### src/core/cat_pkg.sv
// Shared constants for the complementary auto-trip block.
// Assumes a 32-bit AHB-Lite register bus and one system clock.
package cat_pkg;

  // ----------------------------------------------------------------
  // Register byte offsets
  // ----------------------------------------------------------------
  localparam logic [7:0] OFF_TRIP_CTRL  = 8'h00;  // trip_ctrl_reg
  localparam logic [7:0] OFF_SRC_ENABLE = 8'h04;  // trip_source_enable_reg
  localparam logic [7:0] OFF_IRQ_STAT   = 8'h08;  // Sticky event flags
  localparam logic [7:0] OFF_IRQ_MASK   = 8'h0c;  // Interrupt enables
  localparam logic [7:0] OFF_SRC_STATE  = 8'h10;  // Live source view

  // ----------------------------------------------------------------
  // Field positions
  // ----------------------------------------------------------------
  localparam int BIT_SHUTDOWN = 0;  // Shutdown flag
  localparam int BIT_RESTART  = 1;  // Auto restart enable
  localparam int LSB_AC_LVL   = 2;  // ac_override_level low bit
  localparam int LSB_BD_LVL   = 4;  // bd_override_level low bit
  localparam int BIT_TRIP_IRQ = 0;  // trip_irq_flag in status/mask
  localparam int BIT_OVERRIDE = 8;  // Outputs overridden, in state view
  localparam int BIT_WAIT     = 9;  // Waiting for data edge

  // ----------------------------------------------------------------
  // Sizes and reset values
  // ----------------------------------------------------------------
  localparam int NUM_SRC = 7;       // Pin, three timers, two comps, logic cell
  localparam int LVL_W   = 2;       // Override level field width
  localparam logic [NUM_SRC-1:0] RST_SRC_EN = 7'h00;
  localparam logic [LVL_W-1:0]   RST_LVL    = 2'h0;

  // ----------------------------------------------------------------
  // Override level codes
  // ----------------------------------------------------------------
  localparam logic [LVL_W-1:0] LVL_INACTIVE = 2'h0;  // Drive low
  localparam logic [LVL_W-1:0] LVL_RELEASE  = 2'h1;  // Stop driving
  localparam logic [LVL_W-1:0] LVL_LOW      = 2'h2;  // Drive low
  localparam logic [LVL_W-1:0] LVL_HIGH     = 2'h3;  // Drive high

  // ----------------------------------------------------------------
  // Trip state machine, Gray along run, trip, wait
  // ----------------------------------------------------------------
  typedef enum logic [1:0]
  {
    ST_RUN  = 2'h0,
    ST_TRIP = 2'h1,
    ST_WAIT = 2'h3
  } cat_state_e;

endpackage

### src/core/cat_sync.sv
// Two-flop synchroniser bank for asynchronous inputs.
// Assumes inputs may change at any time relative to mclk.
`timescale 1ns/100ps
module cat_sync
  import cat_pkg::*;
#(
  parameter int WIDTH = 8
)
(
  // Clock and reset
  input  wire logic             mclk,
  input  wire logic             srst,
  // Asynchronous in, synchronous out
  input  wire logic [WIDTH-1:0] asyncIn,
  output logic      [WIDTH-1:0] syncOut
);

  // State: first and second stage
  typedef struct packed
  {
    logic [WIDTH-1:0] stage1;
    logic [WIDTH-1:0] stage2;
  } cat_sync_s;

  cat_sync_s q_ff;   // Registered state
  cat_sync_s nxt_q;  // Next state

  // Per-bit chain; first stage read only by the second
  genvar gi;
  generate
    for (gi = 0; gi < WIDTH; gi++)
    begin : g_bit
      always_comb
      begin
        nxt_q.stage1[gi] = asyncIn[gi];
        nxt_q.stage2[gi] = q_ff.stage1[gi];
      end
    end
  endgenerate

  // Register the stages; idle high (fault inputs are active low)
  always_ff @(posedge mclk)
  begin
    if (srst)
      q_ff <= '1;
    else
      q_ff <= nxt_q;
  end

  assign syncOut = q_ff.stage2;

endmodule // cat_sync

### src/core/cat_override.sv
// Output override mux for the four complementary outputs.
// Assumes level codes from cat_pkg; purely combinational.
`timescale 1ns/100ps
module cat_override
  import cat_pkg::*;
(
  // Control
  input  wire logic               overrideOn,
  input  wire logic [LVL_W-1:0]   acLevel,
  input  wire logic [LVL_W-1:0]   bdLevel,
  // Generator drive, order A, B, C, D
  input  wire logic [3:0]         genOut,
  // Pin drive, order A, B, C, D
  output logic      [3:0]         pinOut,
  output logic      [3:0]         pinOeN
);

  // One mux per pin; A and C take the ac level, B and D the bd level
  genvar gi;
  generate
    for (gi = 0; gi < 4; gi++)
    begin : g_pin
      logic [LVL_W-1:0] lvl;  // Level for this pin
      assign lvl = (gi % 2 == 0) ? acLevel : bdLevel;
      always_comb
      begin
        pinOut[gi] = genOut[gi];
        pinOeN[gi] = 1'b0;
        if (overrideOn)
        begin
          // Forced level while shut down
          pinOut[gi] = (lvl == LVL_HIGH);
          pinOeN[gi] = (lvl == LVL_RELEASE);
        end
      end
    end
  endgenerate

endmodule // cat_override

### src/core/cat_trip.sv
// Auto-shutdown and restart core of a complementary waveform generator.
// Assumes an AHB-Lite master on mclk and fault sources that are asynchronous.
`timescale 1ns/100ps
module cat_trip
  import cat_pkg::*;
(
  // Clock and reset
  input  wire logic                   mclk,
  input  wire logic                   srst,
  // AHB-Lite slave
  input  wire logic                   hsel,
  input  wire logic [31:0]            haddr,
  input  wire logic [1:0]             htrans,
  input  wire logic                   hwrite,
  input  wire logic [2:0]             hsize,
  input  wire logic [31:0]            hwdata,
  input  wire logic                   hready,
  output logic                        hreadyout,
  output logic                        hresp,
  output logic      [31:0]            hrdata,
  // Fault sources, active low
  input  wire logic                   faultPin,
  input  wire logic [2:0]             faultTimer,
  input  wire logic [1:0]             faultComp,
  input  wire logic                   faultLogic,
  // Generator side
  input  wire logic                   genData,
  input  wire logic [1:0]             genAC,
  input  wire logic [1:0]             genBD,
  // Output pins, A/C pair and B/D pair
  output logic      [1:0]             outputsAC,
  output logic      [1:0]             outputsACOeN,
  output logic      [1:0]             outputsBD,
  output logic      [1:0]             outputsBDOeN,
  // Interrupt
  output logic                        tripIrq
);

  // ----------------------------------------------------------------
  // State
  // ----------------------------------------------------------------
  typedef struct packed
  {
    cat_state_e         state;     // Trip state
    logic               ren;       // Auto restart enable
    logic [LVL_W-1:0]   acLvl;     // ac_override_level
    logic [LVL_W-1:0]   bdLvl;     // bd_override_level
    logic [NUM_SRC-1:0] srcEn;     // trip_source_enable bits
    logic               irqStat;   // trip_irq_flag
    logic               irqMask;   // Interrupt enable
    logic               wrPend;    // Write data phase pending
    logic [7:0]         wrAddr;    // Latched write offset
    logic [31:0]        rdData;    // Read data register
    logic               dataPrev;  // Last synced data level
  } cat_trip_s;

  cat_trip_s q_ff;   // Registered state
  cat_trip_s nxt_q;  // Next state

  logic [NUM_SRC-1:0] faultRaw;     // Raw sources, active low
  logic [NUM_SRC-1:0] faultSync;    // Synced sources, active low
  logic               dataSync;     // Synced data input
  logic               faultAct;     // Any enabled synced fault
  logic               faultRawAct;  // Any enabled raw fault
  logic               shutdownFlag; // Shutdown flag as seen
  logic               overrideOn;   // Outputs forced
  logic               dataRise;     // Data rising edge
  logic               wrCtrl;       // Write to trip_ctrl_reg
  logic               swSet;        // Software sets shutdown
  logic               swClrReq;     // Software asks to clear
  logic               addrPhase;    // Valid address phase
  logic               tripEnter;    // Entering shutdown
  logic [3:0]         pinOut;       // Mux out, A B C D
  logic [3:0]         pinOeN;       // Mux enables, A B C D

  // ----------------------------------------------------------------
  // Input capture
  // ----------------------------------------------------------------
  // seven sources gathered in one vector
  assign faultRaw = {faultLogic, faultComp, faultTimer, faultPin};

  // sync faults and data before flag logic
  cat_sync #(.WIDTH(NUM_SRC + 1)) u_sync
  (
    .mclk    (mclk),
    .srst    (srst),
    .asyncIn ({genData, faultRaw}),
    .syncOut ({dataSync, faultSync})
  );

  // low is active; each gated by its enable
  assign faultAct    = |(~faultSync & q_ff.srcEn);
  // raw path feeds the override only
  assign faultRawAct = |(~faultRaw & q_ff.srcEn);

  // Data edge from the synced level
  assign dataRise = dataSync & ~q_ff.dataPrev;

  // ----------------------------------------------------------------
  // Bus decode
  // ----------------------------------------------------------------
  assign addrPhase = hsel & hready & htrans[1];
  assign wrCtrl    = q_ff.wrPend & (q_ff.wrAddr == OFF_TRIP_CTRL);
  assign swSet     = wrCtrl & hwdata[BIT_SHUTDOWN];
  assign swClrReq  = wrCtrl & ~hwdata[BIT_SHUTDOWN];

  // flag high in shutdown or with a fault present
  assign shutdownFlag = (q_ff.state == ST_TRIP) | faultAct;

  // Register read mux
  function automatic logic [31:0] readWord(input logic [7:0] off);
    logic [31:0] w;
    w = 32'h0;
    unique case (off)
      OFF_TRIP_CTRL:
      begin
        w[BIT_SHUTDOWN]                 = shutdownFlag;
        w[BIT_RESTART]                  = q_ff.ren;
        w[LSB_AC_LVL +: LVL_W]          = q_ff.acLvl;
        w[LSB_BD_LVL +: LVL_W]          = q_ff.bdLvl;
      end
      OFF_SRC_ENABLE: w[NUM_SRC-1:0]    = q_ff.srcEn;
      OFF_IRQ_STAT:   w[BIT_TRIP_IRQ]   = q_ff.irqStat;
      OFF_IRQ_MASK:   w[BIT_TRIP_IRQ]   = q_ff.irqMask;
      OFF_SRC_STATE:
      begin
        w[NUM_SRC-1:0]                  = ~faultSync;
        w[BIT_OVERRIDE]                 = overrideOn;
        w[BIT_WAIT]                     = (q_ff.state == ST_WAIT);
      end
      default:        w                 = 32'h0;
    endcase
    return w;
  endfunction

  // ----------------------------------------------------------------
  // Next state
  // ----------------------------------------------------------------
  // Bus, trip machine and interrupt in one pass
  always_comb
  begin
    nxt_q          = q_ff;
    nxt_q.dataPrev = dataSync;
    nxt_q.wrPend   = 1'b0;
    tripEnter      = 1'b0;

    // Address phase: latch write target or load read data
    if (addrPhase)
    begin
      nxt_q.wrPend = hwrite;
      nxt_q.wrAddr = haddr[7:0];
      nxt_q.rdData = hwrite ? 32'h0 : readWord(haddr[7:0]);
    end

    // Data phase of a write
    if (q_ff.wrPend)
    begin
      unique case (q_ff.wrAddr)
        OFF_TRIP_CTRL:
        begin
          nxt_q.ren   = hwdata[BIT_RESTART];
          // level fields for the two pairs
          nxt_q.acLvl = hwdata[LSB_AC_LVL +: LVL_W];
          nxt_q.bdLvl = hwdata[LSB_BD_LVL +: LVL_W];
        end
        OFF_SRC_ENABLE: nxt_q.srcEn   = hwdata[NUM_SRC-1:0];
        OFF_IRQ_MASK:   nxt_q.irqMask = hwdata[BIT_TRIP_IRQ];
        default:        nxt_q.srcEn   = q_ff.srcEn;
      endcase
    end

    // Trip state machine
    unique case (q_ff.state)
      ST_RUN:
      begin
        if (swSet | faultAct)
          nxt_q.state = ST_TRIP;
      end
      ST_TRIP:
      begin
        if (swSet | faultAct)
          nxt_q.state = ST_TRIP;
        else if (q_ff.ren)
          nxt_q.state = ST_WAIT;
        // clear only honoured with no fault
        else if (swClrReq)
          nxt_q.state = ST_WAIT;
      end
      ST_WAIT:
      begin
        // New trip wins over the resume edge
        if (swSet | faultAct)
          nxt_q.state = ST_TRIP;
        else if (dataRise)
          nxt_q.state = ST_RUN;
      end
      default: nxt_q.state = ST_TRIP;
    endcase

    // every entry into shutdown sets the flag
    tripEnter = (q_ff.state != ST_TRIP) & (nxt_q.state == ST_TRIP);

    // Write one to clear; a new event wins over the clear
    if (q_ff.wrPend && (q_ff.wrAddr == OFF_IRQ_STAT) && hwdata[BIT_TRIP_IRQ])
      nxt_q.irqStat = 1'b0;
    if (tripEnter)
      nxt_q.irqStat = 1'b1;
  end

  // Register all state
  always_ff @(posedge mclk)
  begin
    if (srst)
    begin
      q_ff.state    <= ST_RUN;
      q_ff.ren      <= 1'b0;
      q_ff.acLvl    <= RST_LVL;
      q_ff.bdLvl    <= RST_LVL;
      q_ff.srcEn    <= RST_SRC_EN;
      q_ff.irqStat  <= 1'b0;
      q_ff.irqMask  <= 1'b0;
      q_ff.wrPend   <= 1'b0;
      q_ff.wrAddr   <= 8'h00;
      q_ff.rdData   <= 32'h0;
      q_ff.dataPrev <= 1'b1;  // Matches synchroniser idle, no false edge
    end
    else
      q_ff <= nxt_q;
  end

  // ----------------------------------------------------------------
  // Outputs
  // ----------------------------------------------------------------
  // raw fault forces outputs in the same cycle
  assign overrideOn = (q_ff.state != ST_RUN) | faultRawAct;

  cat_override u_override
  (
    .overrideOn (overrideOn),
    .acLevel    (q_ff.acLvl),
    .bdLevel    (q_ff.bdLvl),
    .genOut     ({genBD[1], genAC[1], genBD[0], genAC[0]}),
    .pinOut     (pinOut),
    .pinOeN     (pinOeN)
  );

  assign outputsAC    = {pinOut[2], pinOut[0]};
  assign outputsBD    = {pinOut[3], pinOut[1]};
  assign outputsACOeN = {pinOeN[2], pinOeN[0]};
  assign outputsBDOeN = {pinOeN[3], pinOeN[1]};

  // Zero-wait slave, always OKAY
  assign hreadyout = 1'b1;
  assign hresp     = 1'b0;
  assign hrdata    = q_ff.rdData;
  assign tripIrq   = q_ff.irqStat & q_ff.irqMask;
endmodule // cat_trip

### config.mk
export PLATFORM = sky130hd
export DESIGN_NAME = cat_trip
export DESIGN_NICKNAME = d
export VERILOG_FILES = /design/src/core/cat_pkg.sv /design/src/core/cat_sync.sv /design/src/core/cat_override.sv /design/src/core/cat_trip.sv
export SDC_FILE = /design/constraint.sdc
export NUM_CORES = 1
export LEC_CHECK = 0
export BUFFER_PORTS_ARGS = -buffer_cell sky130_fd_sc_hd__clkbuf_2
export CAP_MARGIN = 10
export CORE_AREA = 2 2 70 122
export CTS_BUF_LIST = sky130_fd_sc_hd__clkbuf_2 sky130_fd_sc_hd__clkbuf_4 sky130_fd_sc_hd__clkbuf_8
export CTS_CLUSTER_SIZE = 40
export DETAILED_ROUTE_END_ITERATION = 12
export DIE_AREA = 0 0 72 124
export PLACE_DENSITY = 0.63
export REMOVE_ABC_BUFFERS = 1
export SYNTH_ARGS = -nofsm -noshare
export SYNTH_HDL_FRONTEND = slang
export SYNTH_HIERARCHICAL = 1
export SYNTH_SLANG_ARGS = --single-unit
### constraint.sdc
create_clock -name mclk -period 2 [get_ports mclk]
set_input_delay 0.1 -clock mclk [delete_from_list [all_inputs] [get_ports mclk]]
set_output_delay 0.1 -clock mclk [all_outputs]
set_load 0.02 [all_outputs]
==> results of run 1 <==
[what timing repair did]
item / CTS / global route
cloned: 0 / 1
gates resized for setup: 3 / 10
hold endpoints to repair: 4 / 1
pin swaps: 1 / 1
hold buffers: 4 / 1
endpoints found under the setup margin: 8 / 4
[worst max-delay path, cell delays in order, from the launching register on]
cell	delay [ps]
dfxtp_2	360
nor2_2	130
o21ai_2	90
or4_4	580
o21ai_1	180
clkbuf_4	190
[worst max-delay path by stage]
stage                  start            to  cells after the start
floorplan           q_ff[57]  outputsAC[0]                      4
global placement    q_ff[57]  outputsBD[1]                      5
detailed placement  q_ff[57]  outputsBD[1]                      5
CTS                 q_ff[57]  outputsBD[1]                      5
global route        q_ff[57]  outputsBD[1]                      5
finish              q_ff[57]  outputsBD[1]                      5
[power by group]
group | internal [mW] | switching (mW) | leakage [nW]
Clock | 0.283 | 0.338 | 0.0474
Combinational | 0.0653 | 0.123 | 0.716
Sequential | 1.04 | 0.0122 | 0.417
[cells in the final DEF (no fill, tap or decap), types with 2 or more instances in the layout]
| cell type | n |
|---|---|
| dfxtp_2 | 2 |
| nand3_1 | 6 |
| mux2i_1 | 14 |
| a21oi_1 | 10 |
| o22ai_1 | 3 |
| nor3b_1 | 3 |
| clkbuf_2 | 46 |
| nand4_1 | 3 |
| buf_4 | 3 |
| or4_4 | 2 |
| inv_1 | 12 |
| nand2_1 | 31 |
| a22o_1 | 5 |
| and3_1 | 2 |
| nand2b_1 | 5 |
| conb_1 | 25 |
| o21ai_1 | 2 |
| nor2_2 | 2 |
| clkbuf_8 | 6 |
| nor2b_1 | 2 |
| nor2_1 | 26 |
| a2bb2oi_1 | 2 |
| nor3_1 | 5 |
| buf_2 | 3 |
| dlygate4sd3_1 | 5 |
| o21ai_0 | 12 |
| dfxtp_1 | 49 |
| or2_1 | 16 |
[cell usage after synthesis (all sizes together), types with 2 or more instances]
library cell / instances
nor3: 5
clkbuf: 7
o22ai: 3
nand2b: 5
o21ai: 15
nor3b: 3
or2: 17
nand4: 4
nor2: 28
nor2b: 2
a2bb2oi: 2
conb: 2
a22o: 5
inv: 12
dfxtp: 51
mux2i: 14
buf: 39
and3: 2
a21oi: 11
nand3: 6
a2111oi: 2
nand2: 31
[final cells by class]
type	instances	area, um2
Inverter	12	45.04
Fill cell	834	5184
Multi-Input combinational cell	194	1120
Tap cell	90	112.6
Timing Repair Buffer	58	325.3
Sequential cell	51	1023
Clock inverter	2	16.27
Clock buffer	6	82.58
[routing by layer]
metal	global-route usage [%]	part of all wire, %
met2	21.01	53
met3	1.942	5.0
met4	6.132	2.9
met5	0	0
met1	12.34	39
[cell families after synthesis]
family	Yosys count	share of synthesized area, %
other cells	2	0.3136
fa+ha+maj	1	0.4702
buf+inv	58	15.10
compound gates	45	12.54
simple gates	108	23.09
flops	51	42.63
mux	14	5.851
[state kept, by name, summed over array words and instances, names as in the netlist]
name            count
u_sync/nxt_q        8
u_sync/syncOut      8
hrdata              9
q_ff               26
==> results.json, run 1 <==
{
  "cts_tree": "built",
  "dieArea_mm2": 0.008928,
  "drtIter0Drc": 74,
  "post-place-ws_ps": 149.4,
  "antenna_found_initial": 0,
  "min-delay-start": "faultTimer[2]",
  "worst_setup_path_end_kind": "primary output",
  "ys_seq_area_share_pct": 42.63,
  "stdcell_count": 413,
  "dieWidth_um": 72,
  "cts_buffers": 5,
  "via_count": 1902,
  "reg2reg_depth": 5,
  "timing.rr.end": "q_ff[55]",
  "viasPerCell": 4.605,
  "maxSlewHeadroom_pct": 62.85,
  "cp-start-kind": "flop",
  "critPathMaxFanout": 5,
  "synth_top_area_share_pct": 42.63,
  "place_inst": 399,
  "hold_violations": 0,
  "outcome": "finished clean",
  "r2r_slack_ps": 300,
  "cp.required_ps": 1900,
  "syn_area_per_cell_um2": 8.584,
  "ys_seq_elements": 51,
  "p_total_mw": 1.858,
  "r2r-start": "q_ff[38]",
  "fin_skew_ps": 5.647,
  "cts.htree.levels": 2,
  "hold_end": "u_sync/nxt_q[3]",
  "final_core_util_pct": 34.46,
  "dr.pass1.iters": 4,
  "start_util_pct": 30.28,
  "gp_congestion": 0.8288,
  "design.portCount": 129,
  "whs_ps": 1.149,
  "synthArstFlopShare_pct": 0,
  "min_path_cells": 2,
  "postSynthCellCount": 279,
  "synth_top_area_cell": "dfxtp_1",
  "ir_drop_mv": 0.3085,
  "critPathKind": "reg2out",
  "ys.flop_type": "dfxtp_1",
  "placed_area_mm2": 0.002550,
  "setup_tns_ps": 0,
  "grt_max_degree": 48,
  "diodes": 0,
  "worstMarginPinSlew_ps": 556.1,
  "p_leak_nw": 1.179,
  "rows": 43,
  "synth-edff-count": 0,
  "overflow": 0,
  "clk_pin_slew_ps": 90,
  "clkLatencyLatePin_ps": 300,
  "cts_sinks": 51,
  "drc": 0,
  "final.min_clock_period_ps": 1942,
  "synth_area_leaders": "dfxtp_1 43%, buf_4 11%, mux2i_1 5.9%, nand2_1 4.9%, nor2_1 4.2%",
  "grt_pass1_wl_um": 7886,
  "cts_buffer_depth": 2,
  "grt_pass1_vias": 1669,
  "cts-root-buf": "clkbuf_8",
  "wire_per_inst_um": 12.61,
  "rsz0062_at_grt": "true",
  "syn_area_mm2": 0.002395,
  "cap_violations": 0,
  "routed_wl_um": 5209,
  "fmax_mhz": 514.8,
  "ant_nets": 0,
  "synth.distinct_cells": 43,
  "crit_arrival_ps": 1840,
  "port_buffers": 50,
  "final_nets": 408,
  "layout_worst_path_cycle_share_pct": 97.12,
  "fp.dieH_um": 124,
  "syn2layout_area_growth_pct": 13.79,
  "layout-drive-gt1-share_pct": 23.22,
  "core_mm2": 0.007909,
  "setup_viol": 0,
  "stdcell_area_mm2": 0.002725,
  "pwr_density_cell_mw_per_mm2": 681.9,
  "post_cts_buffers": 0,
  "min_path_type": "in2reg",
  "dp.final_hpwl_um": 3976,
  "yosysWarnings": 6,
  "grt_usage_pct": 11.48,
  "maxSlewViolCount": 0,
  "setup_ws_ps": 57.67
}
No activity file was read; power rests on OpenSTA's default activity.
==> inputs of run 2 (changes only) <==
- ABC_AREA: not set -> 1
- BUFFER_PORTS_ARGS: -buffer_cell sky130_fd_sc_hd__clkbuf_2 -> not set
- CORE_AREA: 2 2 70 122 -> 2 2 95 97
- DIE_AREA: 0 0 72 124 -> 0 0 97 99
- DONT_BUFFER_PORTS: not set -> 1
- PLACE_DENSITY: 0.63 -> 0.49
==> run 2 against run 1 <==
Clock power increased by 1%. Total power grew 0.77%. Sequential share of layout area is 1.6 points lower. Routed wire length rose by 13%. Critical endpoint is now outputsACOeN[0]. Highest routed layer unchanged.
==> results.json, run 2 <==
{
  "fin_skew_ps": 9.284,
  "maxSlewHeadroom_pct": 58.12,
  "worst_setup_path_end_kind": "primary output",
  "cp.required_ps": 1900,
  "core_mm2": 0.008551,
  "clkPwrFrac_pct": 33.5,
  "synth_area_leaders": "dfxtp_1 40%, nand2_1 12%, buf_4 11%, inv_1 7.7%, a21oi_1 5.6%",
  "grt_usage_pct": 12.48,
  "final.min_clock_period_ps": 1689,
  "viasPerCell": 4.338,
  "whs_ps": 0.4887,
  "crit_arrival_ps": 1590,
  "synth_top_area_cell": "dfxtp_1",
  "regMostFlops": "q_ff",
  "crit_chain": "inv_1 -> o22ai_1 -> nor2_1 -> nand2_1 -> nand2_1 -> nor2_1 -> buf_4",
  "setup_tns_ps": 0,
  "syn_area_per_cell_um2": 7.049,
  "routed_wl_um": 5909,
  "synth_most_common_cell": "nand2_1",
  "clkLatencyLatePin_ps": 320,
  "final_cell_mix": "81 x nand2_1, 53 x inv_1, 51 x dfxtp_1, 29 x a21oi_1, 25 x conb_1",
  "fp.dieH_um": 99,
  "syn_area_mm2": 0.002580,
  "synthTopCellsByCount": "81 x nand2_1, 53 x inv_1, 51 x dfxtp_1",
  "ir_drop_mv": 0.2521,
  "ys_seq_area_share_pct": 39.57,
  "cts_buffers": 5,
  "final_nets": 465,
  "cp-start-kind": "flop",
  "critPathMaxFanout": 6,
  "p_sw_share_pct": 27.69,
  "via_count": 2117,
  "outcome": "finished clean",
  "dieArea_mm2": 0.009603,
  "p_sw_mw": 0.5185,
  "yosysWarnings": 6,
  "synth_top_area_share_pct": 39.57,
  "rows": 34,
  "cap_violations": 0,
  "grt_pass1_vias": 2033,
  "internal-power_mw": 1.354,
  "dp.final_hpwl_um": 4418,
  "synth-edff-count": 0,
  "ant_nets": 0,
  "postSynthCellCount": 366,
  "layout-drive-gt1-share_pct": 10.26,
  "cts.htree.levels": 2,
  "antenna_found_initial": 0,
  "cts_buffer_depth": 2,
  "wire_per_inst_um": 12.11,
  "synthArstFlopShare_pct": 0,
  "pwr_density_cell_mw_per_mm2": 659.9,
  "cts-root-buf": "clkbuf_8",
  "hold_buffers": 24,
  "p_seq_share_pct": 56.2,
  "port_buffers": 0,
  "setup_viol": 0,
  "dr.pass1.iters": 4,
  "largest_reg_flops": 26,
  "drc": 0,
  "critPathKind": "reg2out",
  "cts_resized": 0,
  "worst_path_max_delay_cell": "dfxtp_1",
  "maxSlewViolCount": 0,
  "diodes": 0,
  "syn2layout_area_growth_pct": 9.990,
  "gp_congestion": 0.8583,
  "drtIter0Drc": 79,
  "nFillCells": 936,
  "grt_max_degree": 24,
  "cts_sinks": 51,
  "cp_slowest_stage_delay_ps": 370,
  "p_leak_nw": 1.320,
  "cts_tree": "built",
  "rsz0062_at_grt": "false",
  "grt_pass1_wl_um": 9666,
  "start_util_pct": 30.17,
  "ys.flop_type": "dfxtp_1",
  "regArea_mm2": 0.001021,
  "multi_input_area_mm2": 0.001091,
  "synth.distinct_cells": 28,
  "combPwrFrac_pct": 10.3,
  "worstMarginPinSlew_ps": 627.5,
  "fmax_mhz": 592.2,
  "layout_commonest_cell": "nand2_1",
  "dieWidth_um": 97,
  "min_path_type": "in2reg",
  "layout_worst_path_cycle_share_pct": 84.43,
  "post_cts_buffers": 0,
  "overflow": 0,
  "clk_pin_slew_ps": 100,
  "ys_seq_elements": 51,
  "hold_violations": 0,
  "design.portCount": 129
}
==> run 2: power by group through the flow <==
stage	Combinational [mW]	Clock [mW]	Sequential [mW]
after floorplan	0.127	0	1.07
after global placement	0.148	0	1.07
after detailed placement	0.150	0	1.08
after CTS	0.194	0.647	1.05
after global routing	0.213	0.680	1.06
final	0.193	0.628	1.05
==> run 2: worst paths after layout <==
| check | cells past startpoint | startpoint | end | slack [ps] |
|---|---|---|---|---|
| setup / recovery | 7 | q_ff[46] | outputsACOeN[0] | 310 |
| hold / removal | 3 | hwrite | hrdata[0] | 0.5 |
| setup reg to reg | 5 | q_ff[33] | q_ff[48] | 520 |
| hold reg to reg | 2 | u_sync/nxt_q[7] | u_sync/syncOut[7] | 420 |
==> run 2: logic make-up (layout without fill, tap and decap cells) <==
logic type | count (synthesis) | count (layout) | share of synthesized area [%]
compound gates | 63 | 63 | 13.19
other cells | 2 | 25 | 0.2911
buf+inv | 107 | 98 | 21.48
flops | 51 | 51 | 39.57
simple gates | 143 | 143 | 25.46
==> run 2: critical path: cells and delay by family, from the launching register on <==
kind | cells | cell delay (ps)
compound gates | 1 | 170
simple gates | 4 | 470
buf+inv | 2 | 260
flops | 1 | 370
==> run 2: area by class of cell <==
type,instances,area share [%]
Timing Repair Buffer,27,9.259
Sequential cell,51,35.98
Inverter,63,8.333
Tap cell,108,4.762
Clock buffer,5,2.425
Clock inverter,3,0.7937
Multi-Input combinational cell,231,38.45
==> run 2: stage by stage <==
step | std cells | power, mW | setup slack (ps) | util, % | cell area, um2
after floorplan | 345 | 1.199 | 608.5 | - | 2349
after global placement | 456 | 1.223 | 575.4 | 29.31 | 2506
after detailed placement | 456 | 1.225 | 539.9 | 29.31 | 2506
after CTS | 488 | 1.892 | 296.6 | 33.19 | 2838
after global routing | 488 | 1.948 | 127.3 | 33.19 | 2838
final | 488 | 1.873 | 311.4 | 33.19 | 2838
==> run 2: per-layer routing <==
metal	wire length [um]	vias to the layer above	GRT usage, %	part of all wire (%)
li1	-	1095	-	-
met5	0	-	0	0
met1	2729	941	15.62	46
met2	2739	73	21.37	46
met3	373	8	3.121	6.3
met4	66	0	3.575	1.1
==> inputs of run 3 (changes only) <==
- clock period: 2 -> 1.6 ns (I/O delays scaled with it)
==> run 3 against run 2 <==
Count of clock-buffer cells in the layout grew 1. Setup slack lost 210 ps. Combinational power grew 30%. Final cell count grew 1.0%. Non-clock buffer count grew 5. First-iteration DRC count shrank 6.3%. Register-to-register slack lost 230 ps. Clock power grew 28%. Hold slack gained 78 ps. Global-route usage grew 0.28 points. Sequential power grew 25%. Critical path type unchanged.
==> results.json, run 3 (synthesis gave the netlist of run 2 again) <==
{
  "whs_ps": 78.27,
  "grt_pass1_vias": 2063,
  "grt_usage_pct": 12.76,
  "routed_wl_um": 5963,
  "worstMarginPinSlew_ps": 616.7,
  "final_cell_mix": "76 x nand2_1, 52 x inv_1, 46 x dfxtp_1, 29 x a21oi_1",
  "critPathKind": "reg2out",
  "core_mm2": 0.008551,
  "ant_nets": 0,
  "drc": 0,
  "maxSlewHeadroom_pct": 58.84,
  "min_path_type": "in2reg",
  "antenna_found_initial": 0,
  "clk_pin_slew_ps": 100,
  "start_util_pct": 30.17,
  "worst_path_max_delay_cell": "dfxtp_1",
  "p_leak_nw": 1.349,
  "drtIter0Drc": 74,
  "grt_max_degree": 24,
  "dr.pass1.iters": 4,
  "crit_arrival_ps": 1420,
  "clkLatencyLatePin_ps": 320,
  "rows": 34,
  "layout_commonest_cell": "nand2_1",
  "maxSlewViolCount": 0,
  "fin_skew_ps": 11.67,
  "cts.htree.levels": 2,
  "grt_pass1_wl_um": 9908,
  "design.portCount": 129,
  "port_buffers": 0,
  "syn2layout_area_growth_pct": 13.34,
  "dieArea_mm2": 0.009603,
  "cts_buffer_depth": 2,
  "crit_family": "simple AND/OR/NAND/NOR gates",
  "dieWidth_um": 97,
  "gp_congestion": 0.8615,
  "cts-root-buf": "clkbuf_8",
  "final_nets": 470,
  "cp_num_buf_inv": 2,
  "pwr_density_cell_mw_per_mm2": 810.3,
  "wire_per_inst_um": 12.10,
  "fmax_mhz": 668.2,
  "outcome": "finished clean",
  "cp-start-kind": "flop",
  "regMostFlops": "q_ff",
  "overflow": 0,
  "cts_buffers": 5,
  "p_total_mw": 2.369,
  "largest_reg_flops": 26,
  "layout_worst_path_cycle_share_pct": 93.53,
  "layout-drive-gt1-share_pct": 15.32,
  "final.min_clock_period_ps": 1496,
  "setup_ws_ps": 103.5,
  "cp_slowest_stage_delay_ps": 410,
  "post-place-ws_ps": 291.4,
  "rsz0062_at_grt": "false",
  "via_count": 2133,
  "fp.dieH_um": 99,
  "dp.final_hpwl_um": 4418,
  "setup_tns_ps": 0,
  "viasPerCell": 4.327,
  "setup_viol": 0,
  "critPathMaxFanout": 6,
  "hold_violations": 0,
  "ir_drop_mv": 0.3193,
  "crit_path_frequent_cell": "nand2_1",
  "crit_chain": "inv_1 -> nand2_1 -> nor3_2 -> nand2_2 -> nand2_1 -> nor2_1 -> buf_4",
  "cts_sinks": 51,
  "diodes": 0,
  "cts_tree": "built",
  "cp.required_ps": 1520,
  "worst_setup_path_end_kind": "primary output",
  "cap_violations": 0
}
-- run 3: changes by cell type in the layout (fill, tap and decap cells not counted), sizes merged --
cell         change
dlygate4sd3      +1
clkbuf           +1
buf              +4
clkinvlp         +1
clkinv           -2
-- run 3: layer usage --
metal | vias to the layer above | global-route usage, % | share of wire (%)
met5 | - | 0 | 0
met4 | 0 | 3.467 | 1.3
met3 | 10 | 3.404 | 7.6
met2 | 80 | 21.90 | 46
met1 | 936 | 15.88 | 45
li1 | 1107 | - | -
-- run 3: where the power goes --
group | switching (mW) | internal [mW] | total [mW]
Combinational | 0.169 | 0.0824 | 0.251
Sequential | 0.0127 | 1.30 | 1.31
Clock | 0.471 | 0.332 | 0.804
Total | 0.653 | 1.72 | 2.37
-- run 3: stage by stage --
stage          cells  utilization (%)  instance area [um2]
2_1_floorplan    345                -                 2349
3_3_place_gp     458            29.48                 2521
3_5_place_dp     458            29.48                 2521
4_1_cts          492            33.64                 2877
5_1_grt          493            34.20                 2924
6_report         493            34.20                 2924
-- run 3: path summary, 6_finish.rpt --
check	slack (ps)	endpoint	from	depth (start not counted)
setup / recovery	100	outputsACOeN[0]	q_ff[57]	7
hold / removal	80	q_ff[56]	hwdata[0]	4
setup reg to reg	290	q_ff[43]	q_ff[37]	8
hold reg to reg	420	u_sync/syncOut[7]	u_sync/nxt_q[7]	2
-- run 3: area by class of cell --
class / count / area [um2]
Clock buffer: 6 / 76.32
Clock inverter: 2 / 16.27
Fill cell: 938 / 5627
Inverter: 63 / 236.5
Multi-Input combinational cell: 231 / 1130
Sequential cell: 51 / 1027
Tap cell: 108 / 135.1
Timing Repair Buffer: 32 / 302.8
-- run 3: what timing repair did --
item	4_1_cts	5_1_grt
hold buffers	25	0
pin swaps	0	2
gates resized for setup	2	14
endpoints found under the setup margin	8	8
buffers inserted	1	1
hold endpoints to repair	49	0
-- run 3: tightest hold or removal path: cells and delay by family --
family          cells  cell delay (ps)
compound gates      1               60
simple gates        3              210
